### src/inc/tcr_pkg.sv
/*
 * Constants of the tape control command and status registers.
 * Assumes one 50 MHz control clock; host bits numbered as printed.
 */
package tcr_pkg;
    localparam int CLK_MHZ = 50;
    // I/O transfer instruction codes
    localparam logic [2:0] IOT_CLR_A = 3'h0;
    localparam logic [2:0] IOT_LOAD_A = 3'h1;
    localparam logic [2:0] IOT_READ_A = 3'h2;
    localparam logic [2:0] IOT_READ_B = 3'h3;
    localparam logic [2:0] IOT_SKIP_DONE = 3'h4;
    localparam logic [2:0] IOT_SKIP_ERR = 3'h5;
    localparam logic [2:0] IOT_CLR_B = 3'h6;
    // Device number, value arbitrary
    localparam logic [5:0] DEV_NUM = 6'h15;
    // Status A field positions (accumulator bit numbers)
    localparam int SA_DRV_LSB = 0;
    localparam int SA_DIR_BIT = 3;
    localparam int SA_GO_BIT = 4;
    localparam int SA_MODE_BIT = 5;
    localparam int SA_OP_LSB = 6;
    localparam int SA_PERMIT_BIT = 9;
    // Status B layout
    localparam int SB_FAULT_LSB = 0;
    localparam int SB_ERRF_BIT = 5;
    localparam int SB_DONE_BIT = 6;
    // Fault bit positions
    localparam int FLT_TIMING = 0;
    localparam int FLT_PARITY = 1;
    localparam int FLT_SELECT = 2;
    localparam int FLT_END = 3;
    localparam int FLT_MARK = 4;
    // Operation codes
    localparam logic [2:0] OP_MOVE = 3'h0;
    localparam logic [2:0] OP_SEARCH = 3'h1;
    // Control counter patterns
    localparam logic [2:0] CNT_PRESET = 3'h4;
    localparam logic [2:0] CNT_SEARCH_HIT = 3'h5;
    // Mark codes in the low six window bits; lead is the tail of the previous mark
    localparam logic [5:0] MK_BLOCK_NUM = 6'h1A;
    localparam logic [5:0] MK_BLOCK_START = 6'h32;
    localparam logic [5:0] MK_BLOCK_END = 6'h0D;
    localparam logic [5:0] MK_DATA = 6'h38;
    localparam logic [2:0] MK_LEAD = 3'h5;
    localparam logic [5:0] PARITY_GOOD = 6'h3F;
    // Load delay after clear command
    localparam int LOAD_DELAY_NS = 400;
    localparam int LOAD_DELAY_CYC = (LOAD_DELAY_NS * CLK_MHZ + 999) / 1000;
    localparam logic [4:0] LOAD_DELAY_CNT = 5'(LOAD_DELAY_CYC);
    // Reset values
    localparam logic [17:0] STATUS_A_RST = 18'h00000;
    localparam logic [4:0] FAULT_RST = 5'h00;
    localparam logic [5:0] PARITY_RST = 6'h00;
    localparam logic [8:0] WINDOW_RST = 9'h000;
    localparam logic [2:0] COUNTER_RST = 3'h0;
    typedef enum logic [1:0] {
        LD_IDLE = 2'b00,
        LD_WAIT = 2'b01,
        LD_DONE = 2'b10
    } tcr_load_t;
endpackage

### src/verilog/tcr_regs.sv
/*
 * Command and status registers of a tape transport controller: host
 * instruction decode, status A/B, flags, skip and interrupt gating, column
 * parity, mark window, and a two-entry frame buffer toward the data channel.
 * Assumes host bus signals on mclk_i; tape-side inputs are asynchronous.
 */
`timescale 1ns/1ps

// Summary of operation
// - Six column parity bits flip when the matching head buffer bit is zero.
// - Mark-track bits shift serially into a nine-bit window.
// - Window holds three bits beyond a mark to check mark order.
// - Window is decoded on every shift for any legal mark code.
// - Data ready flag requests a memory break whenever a word is ready.
// - Addressed transfer instructions load status registers and raise skip requests.
// - Drive select loads from accumulator bits 0 to 2.
// - Motion loads from bits 3 and 4: direction and go.
// - One mode bit chooses normal or continuous operation.
// - Three-bit operation code is decoded and passed to the sequencer.
// - Interrupt permit loads from accumulator bit 9.
// - Five fault bits, each set independently by control logic.
// - Error flag is set when any fault bit is set.
// - Done flag sets when the selected operation completes.
// - Skip on done regardless of interrupt permit.
// - Interrupt request when error or done flag set and permit is one.
// - Clear command resets drive, motion, code, permit and starts load delay.
// - Device can inhibit the host current address increment.
// - In search, counter 101 with block number mark sets data ready.
// - Control counter can be preset to 100.
// - Non-parity faults stop the transport and suppress the done flag.
// - Head buffer is two three-bit halves shifting left per tape line.
module tcr_regs
    import tcr_pkg::*;
(
    // Clock and reset
    input wire logic mclk_i,
    input wire logic rst_b_i,
    // Host instruction port
    input wire logic iot_strobe_i,
    input wire logic [5:0] iot_dev_i,
    input wire logic [2:0] iot_code_i,
    input wire logic [17:0] acc_i,
    output logic [17:0] io_data_o,
    output logic io_data_valid_o,
    output logic skip_o,
    output logic prog_int_o,
    // Data channel
    output logic [5:0] frame_o,
    output logic data_ready_flag_o,
    input wire logic frame_ready_i,
    output logic ca_inhibit_o,
    // Tape side, asynchronous
    input wire logic line_strobe_i,
    input wire logic [2:0] line_data_i,
    input wire logic mark_strobe_i,
    input wire logic mark_bit_i,
    input wire logic select_fault_i,
    input wire logic end_zone_i,
    // Sequencer side, same clock
    input wire logic op_complete_i,
    input wire logic counter_preset_i,
    input wire logic counter_step_i,
    // Transport and sequencer commands
    output logic [2:0] drive_select_o,
    output logic go_o,
    output logic forward_o,
    output logic continuous_mode_o,
    output logic [6:0] op_decode_o,
    output logic load_busy_o
);
    logic [7:0] sync_a_q, sync_b_q;
    logic line_seen_q, mark_seen_q;
    logic [17:0] status_a_q, status_a_d;
    logic [4:0] fault_q;
    logic [4:0] fault_set;
    logic error_flag_q;
    logic done_q;
    logic [5:0] head_shift_buffer_q;
    logic [5:0] head_next;
    logic half_q;
    logic [5:0] column_parity_accumulator_q;
    logic [8:0] window_q;
    logic [2:0] control_counter_q;
    tcr_load_t load_q;
    logic [4:0] load_cnt_q;
    logic [5:0] out_q, skid_q;
    logic out_v_q, skid_v_q;
    logic [17:0] io_data_q;
    logic io_valid_q;
    logic skip_q;
    logic int_q;
    logic ca_inh_q;
    logic [6:0] op_dec_q;
    logic fwd_q, busy_q;

    // Synchroniser inputs
    wire [7:0] async_in = {end_zone_i, select_fault_i, mark_bit_i, mark_strobe_i,
        line_strobe_i, line_data_i};
    wire [2:0] line_data = sync_b_q[2:0];
    wire line_lvl = sync_b_q[3];
    wire mark_lvl = sync_b_q[4];
    wire mark_bit = sync_b_q[5];
    wire select_fault = sync_b_q[6];
    wire end_zone = sync_b_q[7];
    wire line_edge = line_lvl & ~line_seen_q;
    wire mark_edge = mark_lvl & ~mark_seen_q;

    // Instruction decode
    wire my_iot = iot_strobe_i & (iot_dev_i == DEV_NUM);
    wire do_clr_a = my_iot & (iot_code_i == IOT_CLR_A);
    wire do_load_a = my_iot & (iot_code_i == IOT_LOAD_A);
    wire do_read_a = my_iot & (iot_code_i == IOT_READ_A);
    wire do_read_b = my_iot & (iot_code_i == IOT_READ_B);
    wire do_skip_done = my_iot & (iot_code_i == IOT_SKIP_DONE);
    wire do_skip_err = my_iot & (iot_code_i == IOT_SKIP_ERR);
    wire do_clr_b = my_iot & (iot_code_i == IOT_CLR_B);

    // Status A fields
    wire [2:0] op_code = status_a_q[SA_OP_LSB +: 3];
    wire searching = op_code == OP_SEARCH;

    // Window decode
    wire [8:0] win_next = {window_q[7:0], mark_bit};
    wire mk_blk_num = mark_edge & (win_next[5:0] == MK_BLOCK_NUM);
    wire mk_blk_start = mark_edge & (win_next[5:0] == MK_BLOCK_START);
    wire mk_blk_end = mark_edge & (win_next[5:0] == MK_BLOCK_END);
    wire mk_data = mark_edge & (win_next[5:0] == MK_DATA);
    wire mk_legal = mk_blk_num | mk_blk_start | mk_blk_end | mk_data;
    wire mk_order_bad = mk_legal & (win_next[8:6] != MK_LEAD);

    // Frame assembly and buffer
    wire frame_done = line_edge & half_q;
    wire search_hit = searching & mk_blk_num & (control_counter_q == CNT_SEARCH_HIT);
    wire push_req = frame_done | search_hit;
    wire buf_in_ready = ~skid_v_q;
    wire push = push_req & buf_in_ready;
    wire pop = out_v_q & frame_ready_i;
    wire [5:0] push_data = frame_done ? head_next : head_shift_buffer_q;

    // Faults and flags
    wire parity_bad = mk_blk_end & (column_parity_accumulator_q != PARITY_GOOD);
    wire hard_fault = |fault_q[FLT_MARK:FLT_SELECT] | fault_q[FLT_TIMING];
    wire hard_set = fault_set[FLT_TIMING] | fault_set[FLT_SELECT] | fault_set[FLT_END]
        | fault_set[FLT_MARK];
    wire done_set = op_complete_i & ~hard_fault & ~hard_set;
    wire [4:0] fault_d = (do_clr_b ? FAULT_RST : fault_q) | fault_set;
    wire done_d = done_set | (done_q & ~do_clr_b);
    wire busy_next = do_clr_a | ((load_q == LD_WAIT) & (load_cnt_q != 5'h00));

    assign head_next = {head_shift_buffer_q[2:0], line_data};
    assign fault_set[FLT_TIMING] = push_req & ~buf_in_ready;
    assign fault_set[FLT_PARITY] = parity_bad;
    assign fault_set[FLT_SELECT] = select_fault;
    assign fault_set[FLT_END] = end_zone & go_o;
    assign fault_set[FLT_MARK] = mk_order_bad;

    always_comb
    begin
        status_a_d = status_a_q;
        if (do_clr_a)
            status_a_d = STATUS_A_RST;
        else if (do_load_a)
            status_a_d = acc_i;
        if (hard_set)
            status_a_d[SA_GO_BIT] = 1'b0;
    end

    // Synchroniser, two stages, then a seen stage for edges
    always_ff @(posedge mclk_i or negedge rst_b_i)
    begin
        if (!rst_b_i)
        begin
            sync_a_q <= 8'h00;
            sync_b_q <= 8'h00;
            line_seen_q <= 1'b0;
            mark_seen_q <= 1'b0;
        end
        else
        begin
            sync_a_q <= async_in;
            sync_b_q <= sync_a_q;
            line_seen_q <= line_lvl;
            mark_seen_q <= mark_lvl;
        end
    end

    // Status A, fault bits and flags
    always_ff @(posedge mclk_i or negedge rst_b_i)
    begin
        if (!rst_b_i)
        begin
            status_a_q <= STATUS_A_RST;
            fault_q <= FAULT_RST;
            error_flag_q <= 1'b0;
            done_q <= 1'b0;
        end
        else
        begin
            status_a_q <= status_a_d;
            fault_q <= fault_d;
            error_flag_q <= |fault_d;
            done_q <= done_d;
        end
    end

    // Head buffer and column parity
    always_ff @(posedge mclk_i or negedge rst_b_i)
    begin
        if (!rst_b_i)
        begin
            head_shift_buffer_q <= 6'h00;
            half_q <= 1'b0;
        end
        else if (line_edge && (buf_in_ready || !half_q))
        begin
            head_shift_buffer_q <= head_next;
            half_q <= ~half_q;
        end
    end

    genvar gi;
    generate
        for (gi = 0; gi < 6; gi++)
        begin : g_par
            always_ff @(posedge mclk_i or negedge rst_b_i)
            begin
                if (!rst_b_i)
                    column_parity_accumulator_q[gi] <= 1'b0;
                else if (mk_blk_start)
                    column_parity_accumulator_q[gi] <= 1'b0;
                else if (frame_done && buf_in_ready && !head_next[gi])
                    column_parity_accumulator_q[gi] <= ~column_parity_accumulator_q[gi];
            end
        end
        for (gi = 0; gi < 7; gi++)
        begin : g_dec
            always_ff @(posedge mclk_i or negedge rst_b_i)
            begin
                if (!rst_b_i)
                    op_dec_q[gi] <= 1'b0;
                else
                    op_dec_q[gi] <= op_code == 3'(gi);
            end
        end
    endgenerate

    // Mark window and control counter
    always_ff @(posedge mclk_i or negedge rst_b_i)
    begin
        if (!rst_b_i)
        begin
            window_q <= WINDOW_RST;
            control_counter_q <= COUNTER_RST;
        end
        else
        begin
            if (mark_edge)
                window_q <= win_next;
            if (counter_preset_i)
                control_counter_q <= CNT_PRESET;
            else if (counter_step_i)
                control_counter_q <= control_counter_q + 3'h1;
        end
    end

    // Load delay after clear command
    always_ff @(posedge mclk_i or negedge rst_b_i)
    begin
        if (!rst_b_i)
        begin
            load_q <= LD_IDLE;
            load_cnt_q <= 5'h00;
        end
        else if (do_clr_a)
        begin
            load_q <= LD_WAIT;
            load_cnt_q <= LOAD_DELAY_CNT - 5'h01;
        end
        else
        begin
            case (load_q)
                LD_IDLE:
                    load_q <= LD_IDLE;
                LD_WAIT:
                begin
                    if (load_cnt_q == 5'h00)
                        load_q <= LD_DONE;
                    else
                        load_cnt_q <= load_cnt_q - 5'h01;
                end
                LD_DONE:
                    load_q <= LD_IDLE;
                default:
                    load_q <= LD_IDLE;
            endcase
        end
    end

    // Two-entry frame buffer: output register plus skid
    always_ff @(posedge mclk_i or negedge rst_b_i)
    begin
        if (!rst_b_i)
        begin
            out_q <= 6'h00;
            out_v_q <= 1'b0;
            skid_q <= 6'h00;
            skid_v_q <= 1'b0;
        end
        else
        begin
            if (!out_v_q || pop)
            begin
                out_v_q <= skid_v_q | push;
                out_q <= skid_v_q ? skid_q : push_data;
                skid_v_q <= skid_v_q & push;
                skid_q <= push_data;
            end
            else if (push)
            begin
                skid_v_q <= 1'b1;
                skid_q <= push_data;
            end
        end
    end

    // Host answers
    always_ff @(posedge mclk_i or negedge rst_b_i)
    begin
        if (!rst_b_i)
        begin
            io_data_q <= 18'h00000;
            io_valid_q <= 1'b0;
            skip_q <= 1'b0;
            int_q <= 1'b0;
            ca_inh_q <= 1'b0;
            fwd_q <= 1'b1;
            busy_q <= 1'b0;
        end
        else
        begin
            io_valid_q <= do_read_a | do_read_b;
            if (do_read_a)
                io_data_q <= status_a_q;
            else if (do_read_b)
                io_data_q <= {11'h000, done_q, error_flag_q, fault_q};
            skip_q <= (do_skip_done & done_q) | (do_skip_err & error_flag_q);
            int_q <= status_a_q[SA_PERMIT_BIT] & (error_flag_q | done_q);
            ca_inh_q <= searching;
            fwd_q <= ~status_a_d[SA_DIR_BIT];
            busy_q <= busy_next;
        end
    end

    assign io_data_o = io_data_q;
    assign io_data_valid_o = io_valid_q;
    assign skip_o = skip_q;
    assign prog_int_o = int_q;
    assign frame_o = out_q;
    assign data_ready_flag_o = out_v_q;
    assign ca_inhibit_o = ca_inh_q;
    assign drive_select_o = status_a_q[SA_DRV_LSB +: 3];
    assign go_o = status_a_q[SA_GO_BIT];
    assign forward_o = fwd_q;
    assign continuous_mode_o = status_a_q[SA_MODE_BIT];
    assign op_decode_o = op_dec_q;
    assign load_busy_o = busy_q;

    // Checks
    chk_skip_done_gate: assert property (@(posedge mclk_i) disable iff (!rst_b_i)
        do_skip_done && done_q |=> skip_o)
        else $error("skip missing with done flag set");
    chk_int_gate: assert property (@(posedge mclk_i) disable iff (!rst_b_i)
        prog_int_o |-> $past(status_a_q[SA_PERMIT_BIT]))
        else $error("interrupt without permit");
    chk_err_flag: assert property (@(posedge mclk_i) disable iff (!rst_b_i)
        fault_set != 5'h00 |=> error_flag_q && fault_q != 5'h00)
        else $error("error flag missing after fault");
    chk_clear_cmd: assert property (@(posedge mclk_i) disable iff (!rst_b_i)
        do_clr_a |=> drive_select_o == 3'h0 && !go_o && load_busy_o)
        else $error("clear command did not reset status");
    chk_load_drive: assert property (@(posedge mclk_i) disable iff (!rst_b_i)
        do_load_a && !hard_set |=> drive_select_o == $past(acc_i[2:0])
        && go_o == $past(acc_i[4]))
        else $error("status load wrong");
    chk_hard_stop: assert property (@(posedge mclk_i) disable iff (!rst_b_i)
        hard_set |=> !go_o && !$rose(done_q))
        else $error("hard fault did not stop transport");
    chk_preset_cnt: assert property (@(posedge mclk_i) disable iff (!rst_b_i)
        counter_preset_i |=> control_counter_q == CNT_PRESET)
        else $error("counter preset wrong");
    chk_window_shift: assert property (@(posedge mclk_i) disable iff (!rst_b_i)
        mark_edge |=> window_q[0] == $past(mark_bit) && window_q[8:1] == $past(window_q[7:0]))
        else $error("window shift wrong");
    chk_search_ready: assert property (@(posedge mclk_i) disable iff (!rst_b_i)
        search_hit && !out_v_q |=> data_ready_flag_o)
        else $error("search hit lost");
    chk_parity_flip: assert property (@(posedge mclk_i) disable iff (!rst_b_i)
        frame_done && buf_in_ready && !mk_blk_start |=> column_parity_accumulator_q
        == ($past(column_parity_accumulator_q) ^ ~$past(head_next)))
        else $error("parity accumulate wrong");
    cov_search_hit: cover property (@(posedge mclk_i) disable iff (!rst_b_i) search_hit);
    cov_buf_full: cover property (@(posedge mclk_i) disable iff (!rst_b_i) skid_v_q && !pop);
    cov_int: cover property (@(posedge mclk_i) disable iff (!rst_b_i) $rose(prog_int_o));
endmodule
### config.mk
export PLATFORM = sky130hd
export DESIGN_NAME = tcr_regs
export DESIGN_NICKNAME = d
export VERILOG_FILES = /design/src/inc/tcr_pkg.sv /design/src/verilog/tcr_regs.sv
export SDC_FILE = /design/constraint.sdc
export NUM_CORES = 1
export LEC_CHECK = 0
export BUFFER_PORTS_ARGS = -buffer_cell sky130_fd_sc_hd__buf_2
export CORE_ASPECT_RATIO = 1.75
export CORE_MARGIN = 5
export CORE_UTILIZATION = 50
export DETAILED_ROUTE_END_ITERATION = 7
export PLACE_DENSITY_LB_ADDON = 0.25
export RECOVER_POWER = 50
export SLEW_MARGIN = 20
export SYNTH_ARGS = -nofsm -noshare
export SYNTH_HDL_FRONTEND = slang
export SYNTH_SLANG_ARGS = --single-unit
### constraint.sdc
create_clock -name mclk_i -period 2.8 [get_ports mclk_i]
set_input_delay 0.14 -clock mclk_i [delete_from_list [all_inputs] [get_ports mclk_i]]
set_output_delay 0.14 -clock mclk_i [all_outputs]
set_load 0.01 [all_outputs]
==> results of run 1 <==
[final timing paths]
path	startpoint	to	slack, ps	cells past startpoint
min in group asynchronous	rst_b_i	load_q[1]	550	2
max in group asynchronous	rst_b_i	forward_o	1270	3
worst max register to register	status_a_q[8]	skid_q[4]	670	4
worst max-delay path	status_a_q[8]	skid_q[4]	670	4
worst min-delay path	acc_i[1]	status_a_q[1]	8	3
worst min register to register	sync_a_q[7]	sync_b_q[7]	340	0
[cells in the final DEF, fill, tap and decap left out, drive strengths merged, types with 2 or more instances in the layout]
cell,count
a211o,2
nor4bb,3
ha,4
a211oi,3
nor2b,4
xnor2,9
xor2,3
mux2,26
inv,9
o21ai,39
nor4,3
a21o,2
nor3b,4
nand3b,2
dlygate4sd3,20
buf,65
nor3,2
clkinv,4
nand4,3
nand3,4
nand2,66
dfrtp,117
nor2,30
bufinv,4
o21a,3
and3b,3
nand2b,14
or3b,2
nand4b,3
a21oi,8
clkbuf,46
mux2i,14
[kinds of logic after synthesis]
kind of cell | Yosys count | share of synthesized area
buffers and inverters | 30 | 0.0279
adder cells (fa/ha/maj) | 4 | 0.0103
flip-flops | 118 | 0.611
XOR/XNOR | 12 | 0.0217
multiplexers | 40 | 0.0895
AO/OA/AOI/OAI | 65 | 0.0844
AND/OR/NAND/NOR | 149 | 0.155
[cell type report]
| cell class | count | area [µm²] | area share |
|---|---|---|---|
| multi-input combinational | 270 | 1740 | 0.284 |
| inverter | 9 | 33.8 | 0.00549 |
| tap | 122 | 153 | 0.0248 |
| clock inverter | 9 | 148 | 0.0240 |
| sequential | 118 | 2950 | 0.480 |
| clock buffer | 22 | 484 | 0.0787 |
| timing repair buffer | 109 | 634 | 0.103 |
[stage by stage]
stage	hold slack [ps]	instances	instance area (µm²)
after floorplan	-156	418	4840
after detailed placement	224	608	5360
after CTS	3.16	659	6190
final	7.79	659	6150
after global placement	211	608	5360
after global routing	5.83	659	6150
[sequential cells by signal (all words and copies together) (netlist names), 8 cells and up]
name / count
io_data_o: 18
sync_b_q: 8
status_a_q: 18
sync_a_q: 8
window_q: 8
[worst max-delay path, cell delays in order (launching register included)]
cell and delay [ps]:
dfrtp_1 450, or3b_1 460, o41ai_4 530, a21o_4 230, mux2_2 340
[power by group through the flow]
stage / logic, W / clock network [W] / registers [W]
2_1_floorplan: 0.000424 / 0 / 0.00214
3_3_place_gp: 0.000596 / 0 / 0.00215
3_5_place_dp: 0.000624 / 0 / 0.00217
4_1_cts: 0.000654 / 0.00233 / 0.00215
5_1_grt: 0.000716 / 0.00241 / 0.00218
6_report: 0.000636 / 0.00228 / 0.00215
[per-layer routing]
layer  global-route usage  vias to the layer above  routed length (µm)  share of wire
met5                    0                        -                   0              0
li1                     -                     1636                   -              -
met3               0.0499                       19                 508          0.050
met4               0.0801                        0                 225          0.022
met2                0.331                       79                5660           0.56
met1                0.195                     1645                3730           0.37
==> flow_summary.toml, run 1 <==
[run_status]
status = "finished, violations left"
violations = "max-capacitance violations, max-slew violations"

[floorplan]
dieArea_mm2 = 0.0118
die_h_um = 140
start_util = 0.511
die_w_um = 84.3
ioPinCount = 85
core_mm2 = 0.00947
rows = 47

[sta]
worst_pin_slew_ps = 1920
rsz0062_at_grt = "false"
finalMaxSlewViolations = 44
finalHoldViolCount = 0
final.period_utilization = 0.759
skew_ps = 6.44
clock.fmax_mhz = 470
setup_viol = 0
fin_ws_ps = 674
min_period_ps = 2130
fin_setup_tns_ps = 0
slew_headroom = -0.281

[drt]
antenna_left = 0
vias = 3379
first_iter_violations = 180
wl_mm = 10.1
via_per_inst = 5.13
drtPass1Iterations = 4
drcViolationCount = 0
wire_per_inst_um = 15.4

[power_and_ir_drop]
p_clk_frac = 0.450
powerDensity_mw_per_mm2 = 823
power_w = 0.00506
combPwrFrac = 0.126
leakagePower_nw = 2.92
seq_power_share = 0.424
ir_drop_v = 0.000660
swShare = 0.237
intPower_w = 0.00386
p_switching_w = 0.00120

[layout]
antenna_cells = 0
drive_gt1_frac = 0.251
fin_nets = 571
final_util = 0.650
nFillCells = 733
syn_to_final_growth_pct = 27.2

[place]
dp_hpwl_mm = 6.98
gp_congestion = 0.763
pre_cts_slack_ps = 712
port_buffers = 84

[clock_network]
root_buffer = "clkbuf_16"
clock_latency_ps = 410
clkSinkCount = 118
clk_path_buf_depth = 2
cts_buffers = 17
cts_setup_buffers = 0
clk_pin_slew_worst_paths_ps = 50
cts_resized = 0
cts_max_level = 4
cts_hold_buf = 20
cts_tree = "built"

[global_routing]
grt_max_degree = 68
first_global_vias = 3547
grt-ovfl-total = 0
grt_pass1_wl_mm = 17.0
grtUsageTotal = 0.182
antenna_found_initial = 0

[logic_synthesis]
ys.flop_type = "dfrtp_1"
synth-seq-area-share = 0.611
synth_most_common_cell = "dfrtp_1"
synth_common_cells = "dfrtp_1, nand2_1, o21ai_0, nor2_1, mux2_2"
ys_warn_count = 0
synthTopCellsByArea = "dfrtp_1, mux2_2, nand2_1"
synth_top_area_frac = 0.605
synthesis.instances = 418
synth_top_area_cell = "dfrtp_1"
synth_area_per_cell_um2 = 11.6
synth_fp_nets = 464
synth-edff-count = 0
synthArstFlopShare = 1.00
synth_area_mm2 = 0.00484
ys_ff_latch = 118
synth.distinct_cells = 52

[critical_path]
cp-start-kind = "flip-flop"
crit_path_max_fanout = 9
cp.arrival_ps = 2410
required_ps = 3090
endpoint_kind = "flip-flop"
path_class = "flip-flop to flip-flop"

[min_path]
hold_class = "input port to flip-flop"

[job]
drv_cap = 1
Power figures use the tool's default switching activity.
==> run 2: changes to the inputs <==
Clock period 2.8 ns to 1.78 ns, I/O delays scaled along.
==> flow_summary.toml, run 2 (same netlist as run 1, synthesis figures left out) <==
[clock_network]
clkSinkCount = 118
clk_path_buf_depth = 2
cts_max_level = 4
cts_buffers = 17
cts_tree = "built"
clock_latency_ps = 410
root_buffer = "clkbuf_16"
clk_pin_slew_worst_paths_ps = 50

[place]
dp_hpwl_mm = 7.36
port_buffers = 84
pre_cts_slack_ps = -134
gp_congestion = 0.750

[drt]
wl_mm = 10.6
wire_per_inst_um = 15.3
drtPass1Iterations = 5
drcViolationCount = 0
antenna_left = 0
vias = 3523
first_iter_violations = 236
via_per_inst = 5.10

[power_and_ir_drop]
ir_drop_v = 0.000844
leakagePower_nw = 3.12
powerDensity_mw_per_mm2 = 1190
power_w = 0.00760

[layout]
nFillCells = 707
syn_to_final_growth_pct = 32.0
antenna_cells = 0
final_cell_mix = "dfrtp_1, buf_2, nand2_1"
multi_input_area_mm2 = 0.00178
regArea_mm2 = 0.00295
drive_gt1_frac = 0.318
final_common_cell = "dfrtp_1"
fin_nets = 603

[floorplan]
start_util = 0.511
die_h_um = 140
dieArea_mm2 = 0.0118
rows = 47
ioPinCount = 85
core_mm2 = 0.00947
die_w_um = 84.3

[critical_path]
worstRegToRegCells = 4
required_ps = 2070
reg2reg_from = "status_a_q[8]"
cp.arrival_ps = 2240
endpoint_kind = "flip-flop"
cp-start-kind = "flip-flop"
path_class = "flip-flop to flip-flop"
crit_path_max_fanout = 6
reg2reg_to = "skid_q[0]"
r2r_slack_ps = -170

[sta]
final.period_utilization = 1.10
worst_pin_slew_ps = 685
rsz0062_at_grt = "true"
finalMaxSlewViolations = 0
clock.fmax_mhz = 513
fin_ws_ps = -171
slew_headroom = 0.543
skew_ps = 4.99
setup_viol = 7
min_period_ps = 1950
finalHoldViolCount = 0

[global_routing]
grt-ovfl-total = 0
first_global_vias = 3626
grt_util_met1 = 0.196
antenna_found_initial = 0
grt_busiest_layer = "met2"
grt_max_degree = 43
grtUsageTotal = 0.189
grt_pass1_wl_mm = 17.6
met3_usage = 0.0588
grtUsageMet2 = 0.343

[min_path]
whs_path_depth = 4
hold_class = "input port to flip-flop"
holdCritStartpoint = "acc_i[4]"
min_to = "status_a_q[4]"

[run_status]
status = "finished, violations left"
violations = "negative setup slack"

[job]
drv_cap = 0
run 2: layout make-up:
| type | instances | share of cell area |
|---|---|---|
| Clock buffer | 20 | 0.0700 |
| Multi-Input combinational cell | 270 | 0.279 |
| Clock inverter | 11 | 0.0133 |
| Tap cell | 122 | 0.0239 |
| Inverter | 9 | 0.00529 |
| Sequential cell | 118 | 0.463 |
| Timing Repair Buffer | 141 | 0.145 |
run 2: worst max path at each step:
stage | start | to | slack, ps | cells after the start
after floorplan | sync_b_q[5] | skid_q[0] | -10 | 4
after global placement | control_counter_q[1] | skid_q[4] | -100 | 6
after detailed placement | control_counter_q[1] | skid_q[0] | -130 | 6
after CTS | control_counter_q[1] | skid_q[0] | -120 | 6
after global routing | status_a_q[8] | skid_q[4] | -210 | 4
final | status_a_q[8] | skid_q[0] | -170 | 4
run 2: critical path, cell delays in order (launching register included):
cell,delay [ps]
dfrtp_1,380
or3b_4,420
o41ai_4,480
a21o_4,230
mux2_2,340
run 2: timing repair:
action	CTS	global route
hold endpoints to repair	132	0
pin swaps	2	3
setup endpoints to repair	9	9
buffers inserted	1	0
resized for setup	3	4
hold buffers	31	0
run 2: routing by layer:
metal / share of wire / vias up
li1: - / 1701
met1: 0.36 / 1720
met2: 0.56 / 81
met3: 0.050 / 21
met4: 0.028 / 0
met5: 0 / -
run 2: where the power goes:
part | total, W | internal (W) | switching, W
combinational | 0.00121 | 0.000649 | 0.000563
clock | 0.00305 | 0.00192 | 0.00113
sequential | 0.00334 | 0.00308 | 0.000258
total | 0.00760 | 0.00565 | 0.00195
run 2: through the flow:
step	cell area, µm²	TNS, ps	std cells	util	hold WS [ps]
final	6380	-1010	691	0.674	34.0
after CTS	6400	-714	691	0.676	30.3
after floorplan	4840	-84.3	418	-	-207
after global placement	5540	-578	628	0.585	38.6
after global routing	6380	-1330	691	0.674	42.7
after detailed placement	5540	-930	628	0.585	47.7
